## src/hw/rpps_pkg.sv

```systemverilog
// Package of constants for the receive-port page select and status block.
`default_nettype none

package rpps_pkg;
	// ****************************************************************
	// Register offsets.
	// ****************************************************************
	localparam logic [7:0] PAGE_SELECT_ADDR = 8'h4c; // Port-select register.
	localparam logic [7:0] STATUS_ONE_ADDR  = 8'h4d; // Per-port status register.
	localparam logic [7:0] PAGED_REG_ADDR   = 8'h60; // Example paged register.

	// ****************************************************************
	// Field positions and reset values.
	// ****************************************************************
	localparam int PHYS_PORT_LSB = 6; // Physical port number field.
	localparam int READ_PORT_LSB = 4; // Read-port field.
	localparam int CRC_BIT       = 5; // Control channel CRC error.
	localparam int LCHG_BIT      = 4; // Lock change flag.
	localparam int SEQ_BIT       = 3; // Control channel sequence error.
	localparam int PAR_BIT       = 2; // Parity threshold flag.
	localparam int PASS_BIT      = 1; // Live pass indication.
	localparam int LOCK_BIT      = 0; // Live lock indication.
	localparam logic [7:0] STATUS_RESET = 8'h00; // Status reset value.
	localparam logic [7:0] PAGED_RESET  = 8'h00; // Paged register reset value.
	localparam int NUM_PORTS = 4; // Receive ports.
endpackage : rpps_pkg

`default_nettype wire

```

## src/hw/rpps_top.sv

```systemverilog
// Port page select and per-port status register bank.
//
// Function
// - Physical port reads zero locally, else arrival port.
// - Read-port field picks paged block for readback.
// - Read-port defaults zero locally, else arrival port.
// - Write-enable bits gate writes per port, combinable.
// - Write-enables default zero; arrival port's one remotely.
// - Status port field reflects selected read port.
// - CRC error sticky until status read.
// - Lock change sticky until status read.
// - Sequence error sticky until status read.
// - Parity flag over threshold; clears on count clear/read.
// - Pass bit shows live pass criteria.
// - Lock bit shows live lock state.
`timescale 1ns/1ps
`default_nettype none

module rpps_top #(
	parameter int PORTS = rpps_pkg::NUM_PORTS // Receive port count.
) (
	input  wire logic             clk,          // 40 MHz register clock.
	input  wire logic             resetn,       // Asynchronous reset, active low.
	input  wire logic             acc_start,    // Pulse: a new access session begins.
	input  wire logic             acc_remote,   // Session arrives over control channel.
	input  wire logic [1:0]       acc_port,     // Receive port carrying remote session.
	input  wire logic             reg_wr,       // Register write strobe.
	input  wire logic             reg_rd,       // Register read strobe.
	input  wire logic [7:0]       reg_addr,     // Register address.
	input  wire logic [7:0]       reg_wdata,    // Write data.
	output logic      [7:0]       reg_rdata,    // Read data, registered.
	output logic      [7:0]       paged_value,  // Selected port's paged register.
	input  wire logic [PORTS-1:0] crc_err_in,   // CRC error pulses per port.
	input  wire logic [PORTS-1:0] seq_err_in,   // Sequence error pulses per port.
	input  wire logic [PORTS-1:0] locked_in,    // Lock state per port (asynchronous).
	input  wire logic [PORTS-1:0] pass_in,      // Pass state per port (asynchronous).
	input  wire logic [PORTS-1:0] par_over_in,  // Parity count above threshold.
	input  wire logic [PORTS-1:0] par_count_clr // Parity count cleared pulse.
);
	// ****************************************************************
	// Synchronisers for the live link levels.
	// ****************************************************************
	logic [PORTS-1:0] lock_s1; // First stage, read by second stage only.
	logic [PORTS-1:0] lock_s2; // Synchronised lock.
	logic [PORTS-1:0] pass_s1; // First stage, read by second stage only.
	logic [PORTS-1:0] pass_s2; // Synchronised pass.

	// Two flops per level keep metastability out of the status logic.
	always_ff @(posedge clk or negedge resetn) begin
		if (!resetn) begin
			lock_s1 <= '0;
			lock_s2 <= '0;
			pass_s1 <= '0;
			pass_s2 <= '0;
		end else begin
			lock_s1 <= locked_in;
			lock_s2 <= lock_s1;
			pass_s1 <= pass_in;
			pass_s2 <= pass_s1;
		end
	end

	// ****************************************************************
	// Port-select register.
	// ****************************************************************
	logic [1:0]       physical_port_number; // Port of the current session.
	logic [1:0]       read_port;            // Port chosen for readback.
	logic [PORTS-1:0] write_en;             // Per-port paged write enables.
	logic [1:0]       next_physical_port_number;
	logic [1:0]       next_read_port;
	logic [PORTS-1:0] next_write_en;

	// A session start reloads the defaults that depend on the access path.
	always_comb begin
		next_physical_port_number = physical_port_number;
		next_read_port            = read_port;
		next_write_en             = write_en;
		if (acc_start) begin
			next_physical_port_number = acc_remote ? acc_port : 2'h0;
			next_read_port            = acc_remote ? acc_port : 2'h0;
			next_write_en             = '0;
			if (acc_remote) begin
				next_write_en[acc_port] = 1'b1;
			end
		end else if (reg_wr && reg_addr == rpps_pkg::PAGE_SELECT_ADDR) begin
			// The physical port field is read-only; writes leave it alone.
			next_read_port = reg_wdata[rpps_pkg::READ_PORT_LSB +: 2];
			next_write_en  = reg_wdata[PORTS-1:0];
		end
	end

	always_ff @(posedge clk or negedge resetn) begin
		if (!resetn) begin
			physical_port_number <= 2'h0;
			read_port            <= 2'h0;
			write_en             <= '0;
		end else begin
			physical_port_number <= next_physical_port_number;
			read_port            <= next_read_port;
			write_en             <= next_write_en;
		end
	end

	// ****************************************************************
	// Paged registers and sticky status, one copy per port.
	// ****************************************************************
	logic [7:0] paged [PORTS];      // One paged register per port.
	logic [7:0] next_paged [PORTS];
	logic [PORTS-1:0] crc_flag;     // Sticky CRC errors.
	logic [PORTS-1:0] seq_flag;     // Sticky sequence errors.
	logic [PORTS-1:0] lchg_flag;    // Sticky lock changes.
	logic [PORTS-1:0] par_flag;     // Parity threshold flags.
	logic [PORTS-1:0] lock_prev;    // Lock state one cycle ago.
	logic [PORTS-1:0] next_crc_flag;
	logic [PORTS-1:0] next_seq_flag;
	logic [PORTS-1:0] next_lchg_flag;
	logic [PORTS-1:0] next_par_flag;
	logic             status_read;  // Read of the status register.

	assign status_read = reg_rd && reg_addr == rpps_pkg::STATUS_ONE_ADDR;

	// A status read clears only the selected port's flags; an event in the
	// same cycle as the read survives, because the set is applied last.
	genvar gi;
	generate
		for (gi = 0; gi < PORTS; gi++) begin : g_port
			always_comb begin
				logic clr;
				clr = status_read && read_port == 2'(gi);
				next_paged[gi] = paged[gi];
				if (reg_wr && reg_addr == rpps_pkg::PAGED_REG_ADDR && write_en[gi]) begin
					next_paged[gi] = reg_wdata;
				end
				next_crc_flag[gi]  = (crc_flag[gi] && !clr) || crc_err_in[gi];
				next_seq_flag[gi]  = (seq_flag[gi] && !clr) || seq_err_in[gi];
				next_lchg_flag[gi] = (lchg_flag[gi] && !clr)
					|| (lock_s2[gi] != lock_prev[gi]);
				// Over threshold sets and beats a read in the same cycle; a count
				// clear always wins, because the count has just gone to zero.
				next_par_flag[gi] = (par_flag[gi] && !clr && !par_count_clr[gi])
					|| (par_over_in[gi] && !par_count_clr[gi]);
			end

			always_ff @(posedge clk or negedge resetn) begin
				if (!resetn) begin
					paged[gi]     <= rpps_pkg::PAGED_RESET;
					crc_flag[gi]  <= 1'b0;
					seq_flag[gi]  <= 1'b0;
					lchg_flag[gi] <= 1'b0;
					par_flag[gi]  <= 1'b0;
					lock_prev[gi] <= 1'b0;
				end else begin
					paged[gi]     <= next_paged[gi];
					crc_flag[gi]  <= next_crc_flag[gi];
					seq_flag[gi]  <= next_seq_flag[gi];
					lchg_flag[gi] <= next_lchg_flag[gi];
					par_flag[gi]  <= next_par_flag[gi];
					lock_prev[gi] <= lock_s2[gi];
				end
			end
		end
	endgenerate

	// ****************************************************************
	// Read-back mux.
	// ****************************************************************
	logic [7:0] status_word;      // Assembled status of the selected port.
	logic [7:0] next_reg_rdata;
	logic [7:0] next_paged_value;

	// The selected port drives every paged read, including the status word.
	always_comb begin
		status_word = rpps_pkg::STATUS_RESET;
		status_word[rpps_pkg::PHYS_PORT_LSB +: 2] = read_port;
		status_word[rpps_pkg::CRC_BIT]  = crc_flag[read_port];
		status_word[rpps_pkg::LCHG_BIT] = lchg_flag[read_port];
		status_word[rpps_pkg::SEQ_BIT]  = seq_flag[read_port];
		status_word[rpps_pkg::PAR_BIT]  = par_flag[read_port];
		status_word[rpps_pkg::PASS_BIT] = pass_s2[read_port];
		status_word[rpps_pkg::LOCK_BIT] = lock_s2[read_port];
		next_paged_value = paged[read_port];
		next_reg_rdata   = reg_rdata;
		if (reg_rd) begin
			case (reg_addr)
				rpps_pkg::PAGE_SELECT_ADDR: begin
					next_reg_rdata = {physical_port_number, read_port, write_en};
				end
				rpps_pkg::STATUS_ONE_ADDR: begin
					next_reg_rdata = status_word;
				end
				rpps_pkg::PAGED_REG_ADDR: begin
					next_reg_rdata = paged[read_port];
				end
				default: begin
					next_reg_rdata = 8'h00;
				end
			endcase
		end
	end

	always_ff @(posedge clk or negedge resetn) begin
		if (!resetn) begin
			reg_rdata   <= 8'h00;
			paged_value <= rpps_pkg::PAGED_RESET;
		end else begin
			reg_rdata   <= next_reg_rdata;
			paged_value <= next_paged_value;
		end
	end
endmodule : rpps_top

`default_nettype wire

```

## config.mk

```make
export PLATFORM = sky130hd
export DESIGN_NAME = rpps_top
export DESIGN_NICKNAME = d
export VERILOG_FILES = /design/src/hw/rpps_pkg.sv /design/src/hw/rpps_top.sv
export SDC_FILE = /design/constraint.sdc
export NUM_CORES = 1
export LEC_CHECK = 0
export BUFFER_PORTS_ARGS = -buffer_cell sky130_fd_sc_hd__buf_2
export CAP_MARGIN = 20
export CORE_MARGIN = 2
export CORE_UTILIZATION = 52
export CTS_BUF_LIST = sky130_fd_sc_hd__clkbuf_4 sky130_fd_sc_hd__clkbuf_8
export DETAILED_ROUTE_END_ITERATION = 16
export PLACE_DENSITY = 0.86
export SLEW_MARGIN = 20
export SYNTH_ARGS = -nofsm -noshare
export SYNTH_HDL_FRONTEND = slang
export SYNTH_SLANG_ARGS = --single-unit
export TNS_END_PERCENT = 5
```

## constraint.sdc

```tcl
create_clock -name clk -period 1.7 [get_ports clk]
set_clock_uncertainty 0.2 [all_clocks]
set_input_delay 0.085 -clock clk [delete_from_list [all_inputs] [get_ports clk]]
set_output_delay 0.085 -clock clk [all_outputs]
set_load 0.01 [all_outputs]
```

---- Yosys cells after proc, flatten, opt, wreduce, memory -nomap -nowiden ----
Index checks and enable logic that the tools add are counted.
word-level totals
  memories kept ........................... 0
  ROM bits ................................ 0
  register bits after elaboration ......... 92
  bits of input ports ..................... 48
  bits in latches ......................... 0
  RAM bits ................................ 0
cells by class
  $mul .................................... 0
  bitwise gates (word level) .............. 1
  shifts and indexed selects .............. 0
  divide/modulo/power cells ............... 0
  $add $sub $neg .......................... 0
  equality and inequality tests ........... 10
  magnitude comparators ................... 4
  reduce and logical (&&, ||, !) cells .... 62
  multiplexer cells ....................... 24
operators by type and width
  cell                                                                           count
  1-bit logical AND                                                              36
  8-bit by 7-bit == test with 1-bit output (second input constant)               3
  8-bit case mux with 3 select lines                                             1
  8-bit binary-select mux with 2-bit select                                      1
  1-bit logical OR                                                               16
  8-bit two-way mux                                                              2
  1-bit binary-select mux with 2-bit select                                      6
  4-bit two-way mux                                                              3
  1-bit zero test                                                                8
  1-bit two-way mux                                                              7
  2-bit by 3-bit less-than comparator with 1-bit output (second input constant)  2
  2-bit two-way mux                                                              3
  2-bit == test (second input constant)                                          2
  1-bit != test                                                                  4
  3-bit >= comparator (second input constant)                                    1
  2-bit inverter with 3-bit output                                               1
  1-bit demux with 2-bit select                                                  1
  2-bit by 1-bit == test with 1-bit output (second input constant)               1
  2-bit by 1-bit >= comparator with 1-bit output (second input constant)         1
  2-bit zero test                                                                1
  2-bit nonzero test                                                             1

---- Depth between registers and ports, before layout ----
  word-level depth ........................ 7
  gate-level depth with buffers ........... 5
  depth with buffers taken out ............ 3

---- Least setup slack after synthesis ----
Ideal clock, no wire load.
  path type ............................... flip-flop to flip-flop
  start ................................... register read_port[0]
  end ..................................... register reg_rdata[0]
  stages on the path, launching flop included .. 5
  period minus slack after synthesis ...... 1.747 ns
  data arrival time ....................... 1.404 ns
  data required time ...................... 1.358 ns
  path slack .............................. -0.047 ns
  setup time .............................. 0.142 ns
  path buffers ............................ 1
  cell sequence ........................... dfrtp_1 > buf_2 > mux4_2 > mux2i_1 > o221ai_1
between the ends
  cells in the longest elaborated chain, start to end .. 5
ends and longest elaborated chain
  what                                                    RTL line         RTL
  start: declaration                                      rpps_top.sv:67   logic [1:0] read_port;
  start signal: assignment                                rpps_top.sv:99   read_port <= next_read_port;
  2-bit inverter with 3-bit output (not written as such)  rpps_top.sv:192  next_reg_rdata = paged[read_port];
  8-bit binary-select mux with 2-bit select               rpps_top.sv:192
  8-bit two-way mux (not written as such) (2 in series)   rpps_top.sv:192
  8-bit case mux with 3 select lines (*)                  rpps_top.sv:184  case (reg_addr)
  end signal: assignment                                  rpps_top.sv:206  reg_rdata <= next_reg_rdata;
  end: declaration                                        rpps_top.sv:31   output logic [7:0] reg_rdata,
Mark *: on every way between the ends. The rest lies on a longest branch, timed or not. The select of a mux whose other input is x is not followed.
A chain may end at the register's enable or synchronous reset.

---- Worst setup path after layout ----
  start ................................... register read_port[0]
  end ..................................... register reg_rdata[2]
Same word-level chain as after synthesis.

==> impl_metrics.py <==
metrics = {
    "run_status": {
        "status": "finished, violations left",
        "violations": "negative setup slack",
    },
    "run": {
        "max_cap_viol_count": 0,
    },
    "power_and_ir_drop": {
        "powerDensity_mw_per_mm2": 857,
        "power_leakage_uw": 0.00243,
        "worst_ir_drop_vdd_mv": 0.692,
    },
    "synth": {
        "syn_avg_cell_area_um2": 14.4,
        "synth_nets": 318,
        "yosysSeqAreaShare_pct": 59.4,
        "synth_cell_type_count": 35,
        "synth-seq-cells": 92,
        "syn_area_mm2": 0.00388,
        "syn_inst": 270,
        "yosys_warnings": 0,
    },
    "die": {
        "core_mm2": 0.00725,
        "start_util_pct": 53.5,
        "die_h_um": 90.4,
        "rows": 31,
        "fp.dieW_um": 90.4,
        "io-pin-count": 64,
        "die-area_mm2": 0.00817,
    },
    "worst_hold_path": {
        "holdPathEnd": "write_en[2]",
        "min_path_type": "primary input to flip-flop",
        "min_path_cells": 3,
        "worstHoldStart": "acc_start",
    },
    "detailed_routing": {
        "antenna_left": 0,
        "wl_per_cell_um": 19.5,
        "dr.first_iter.drc_count": 391,
        "vias": 2867,
        "viasPerCell": 5.83,
        "drtPass1Iterations": 5,
        "drc": 0,
        "routed_wl_mm": 9.57,
    },
    "layout": {
        "seq_area_mm2": 0.00230,
        "stdcell_count": 492,
        "syn_to_final_growth_pct": 30.6,
        "fillers": 478,
        "layout-drive-gt1-share_pct": 41.7,
        "multi_input_area_mm2": 0.00144,
        "nNetsFinal": 436,
        "n_antenna_cell": 0,
    },
    "timing": {
        "rsz0062_at_grt": "true",
        "slew_violations": 0,
        "final-setup-viol-count": 2,
        "hold_viol_final": 0,
        "min_period_ns": 1.74,
        "clock.fmax_mhz": 576,
        "setup_tns_ns": -0.0699,
        "timing.final.ws_setup_ns": -0.0356,
        "worstMarginPinSlew_ns": 0.461,
        "min_period_over_period_pct": 102,
        "slew_headroom_pct": 69.3,
    },
    "global_route": {
        "grt_pass1_vias": 3032,
        "antenna_found_initial": 0,
        "grt_usage_pct": 24.3,
        "grt_max_degree": 56,
        "grt_first_pass_wirelength_mm": 15.3,
        "grt.overflow.total": 0,
    },
    "setup_path": {
        "critPathLaunchType": "flip-flop",
        "critPathKind": "flip-flop to flip-flop",
        "r2r-end": "reg_rdata[2]",
        "reg2reg_from": "read_port[0]",
        "cp_data_required_time_ns": 1.71,
        "end_kind": "flip-flop",
        "cp_max_fo": 11,
        "cp.arrival_ns": 1.75,
        "r2r_cells": 4,
        "r2r_slack_ns": -0.04,
    },
    "clock_tree": {
        "cts_buffers": 9,
        "clock_path_buffers": 2,
        "cts_tree": "yes",
        "clkTransAtPathRegs_ns": 0.09,
        "cts_sinks": 92,
        "clock_latency_ns": 0.37,
        "h-tree-depth": 3,
        "post-cts-setup-buffers": 0,
        "cts_root_buf": "clkbuf_8",
    },
    "place": {
        "place_inst": 436,
        "dpl.hpwl_mm": 5.76,
        "gp_congestion": 0.848,
        "io_buffer_count": 63,
    },
}
==> timing repair <==
item                       in CTS  in global routing
hold endpoints to repair      151                  1
gates resized for setup         1                  5
setup endpoints to repair       2                 15
hold buffers                   40                  1
pin swaps                       0                  5
==> cells by family (layout without fill, tap and decap cells) <==
kind of cell / Yosys count / in the layout / synth area share (%)
xor+xnor: 4 / 4 / 0.903
flops: 92 / 92 / 59.4
mux: 56 / 56 / 20.3
buf+inv: 39 / 162 / 3.97
compound gates: 37 / 37 / 7.13
simple gates: 42 / 42 / 8.39
==> per-layer routing <==
layer | global-route usage (%) | share of wire [%] | up-vias
li1 | - | - | 1226
met4 | 9.62 | 3.2 | 0
met3 | 4.67 | 6.7 | 37
met2 | 41.3 | 51 | 165
met1 | 31.1 | 39 | 1439
met5 | 0 | 0 | -
==> cell type report <==
class,count,share of cell area [%]
timing repair buffer,122,17.8
multi-input combinational,139,28.4
clock inverter,7,1.66
clock buffer,9,2.45
inverter,24,1.78
sequential,92,45.5
tap,99,2.45
==> report_power, final <==
group,internal (uW),switching (uW),leakage (uW)
Clock,705,822,0.000102
Combinational,261,245,0.00117
Sequential,2260,51.9,0.00116
Total,3220,1120,0.00243
==> worst max path at each step <==
stage | slack [ns] | startpoint | endpoint | cells after the start
after floorplan | -0.02 | read_port[0] | reg_rdata[5] | 4
after global placement | -0.02 | reg_addr[1] | lchg_flag[3] | 4
after detailed placement | -0.05 | reg_addr[1] | seq_flag[3] | 4
after CTS | -0.001 | read_port[0] | reg_rdata[6] | 4
after global routing | -0.10 | read_port[0] | reg_rdata[2] | 4
final | -0.04 | read_port[0] | reg_rdata[2] | 4
==> per-stage QoR <==
step           setup slack, ns  util, %  cell area (um2)  power [uW]  hold WS (ns)
2_1_floorplan          -0.0171        -             3880        2550        -0.411
3_3_place_gp           -0.0184     61.2             4440        2740        -0.107
3_5_place_dp           -0.0547     61.2             4440        2760        -0.105
4_1_cts               -0.00105     69.6             5050        4340        0.0113
5_1_grt                 -0.102     69.8             5060        4500        0.0465
6_report               -0.0356     69.8             5060        4340        0.0205
==> layout by cell type (no fill, tap or decap), types with 4 or more instances in the layout <==
master	n
inv_1	24
nand2b_1	5
a21oi_1	4
nand4_1	17
xor2_1	4
mux4_2	14
nand4_2	4
o2111ai_1	5
buf_4	16
dfrtp_1	91
dlygate4sd3_1	40
mux2_2	40
clkbuf_8	9
a21o_1	12
o21ai_0	5
buf_2	62
==> state kept, by name, indices dropped and copies added, names as in the netlist <==
name and cells:
par_flag 4, lock_prev 4, lock_s1 4, crc_flag 4, write_en 4, lchg_flag 4, pass_s2 4, seq_flag 4
lock_s2 4, read_port 2, physical_port_number 2, reg_rdata 8, paged 32, paged_value 8, pass_s1 4
==> critical path: stages, from the launching register on <==
cell       delay, ns
dfrtp_1         0.41
buf_6           0.19
mux4_2          0.52
nand4_1         0.11
o2111ai_1       0.16
==> synthesized netlist by cell type (all sizes together) <==
library cell / instances / area (um2)
or4b: 1 / 10.0
nand4: 21 / 156
nand2: 1 / 3.75
a22oi: 1 / 7.51
nor2: 1 / 3.75
nand3: 3 / 15.0
xor2: 4 / 35.0
nor3b: 1 / 7.51
o22ai: 3 / 18.8
buf: 8 / 37.5
nand3b: 1 / 7.51
o31ai: 1 / 7.51
nand4b: 1 / 8.76
mux4: 14 / 315
and3b: 1 / 8.76
clkbuf: 7 / 26.3
a41o: 3 / 30.0
inv: 24 / 90.1
mux2i: 2 / 20.0
mux2: 40 / 450
o221ai: 2 / 17.5
nor4b: 2 / 47.6
a41oi: 1 / 16.3
nor2b: 2 / 12.5
or3: 1 / 6.26
and2: 1 / 6.26
o2111ai: 5 / 43.8
a21oi: 4 / 20.0
o21ai: 5 / 25.0
a21o: 12 / 90.1
nand2b: 5 / 31.3
dfrtp: 92 / 2300
Power figures use the tool's default switching activity.
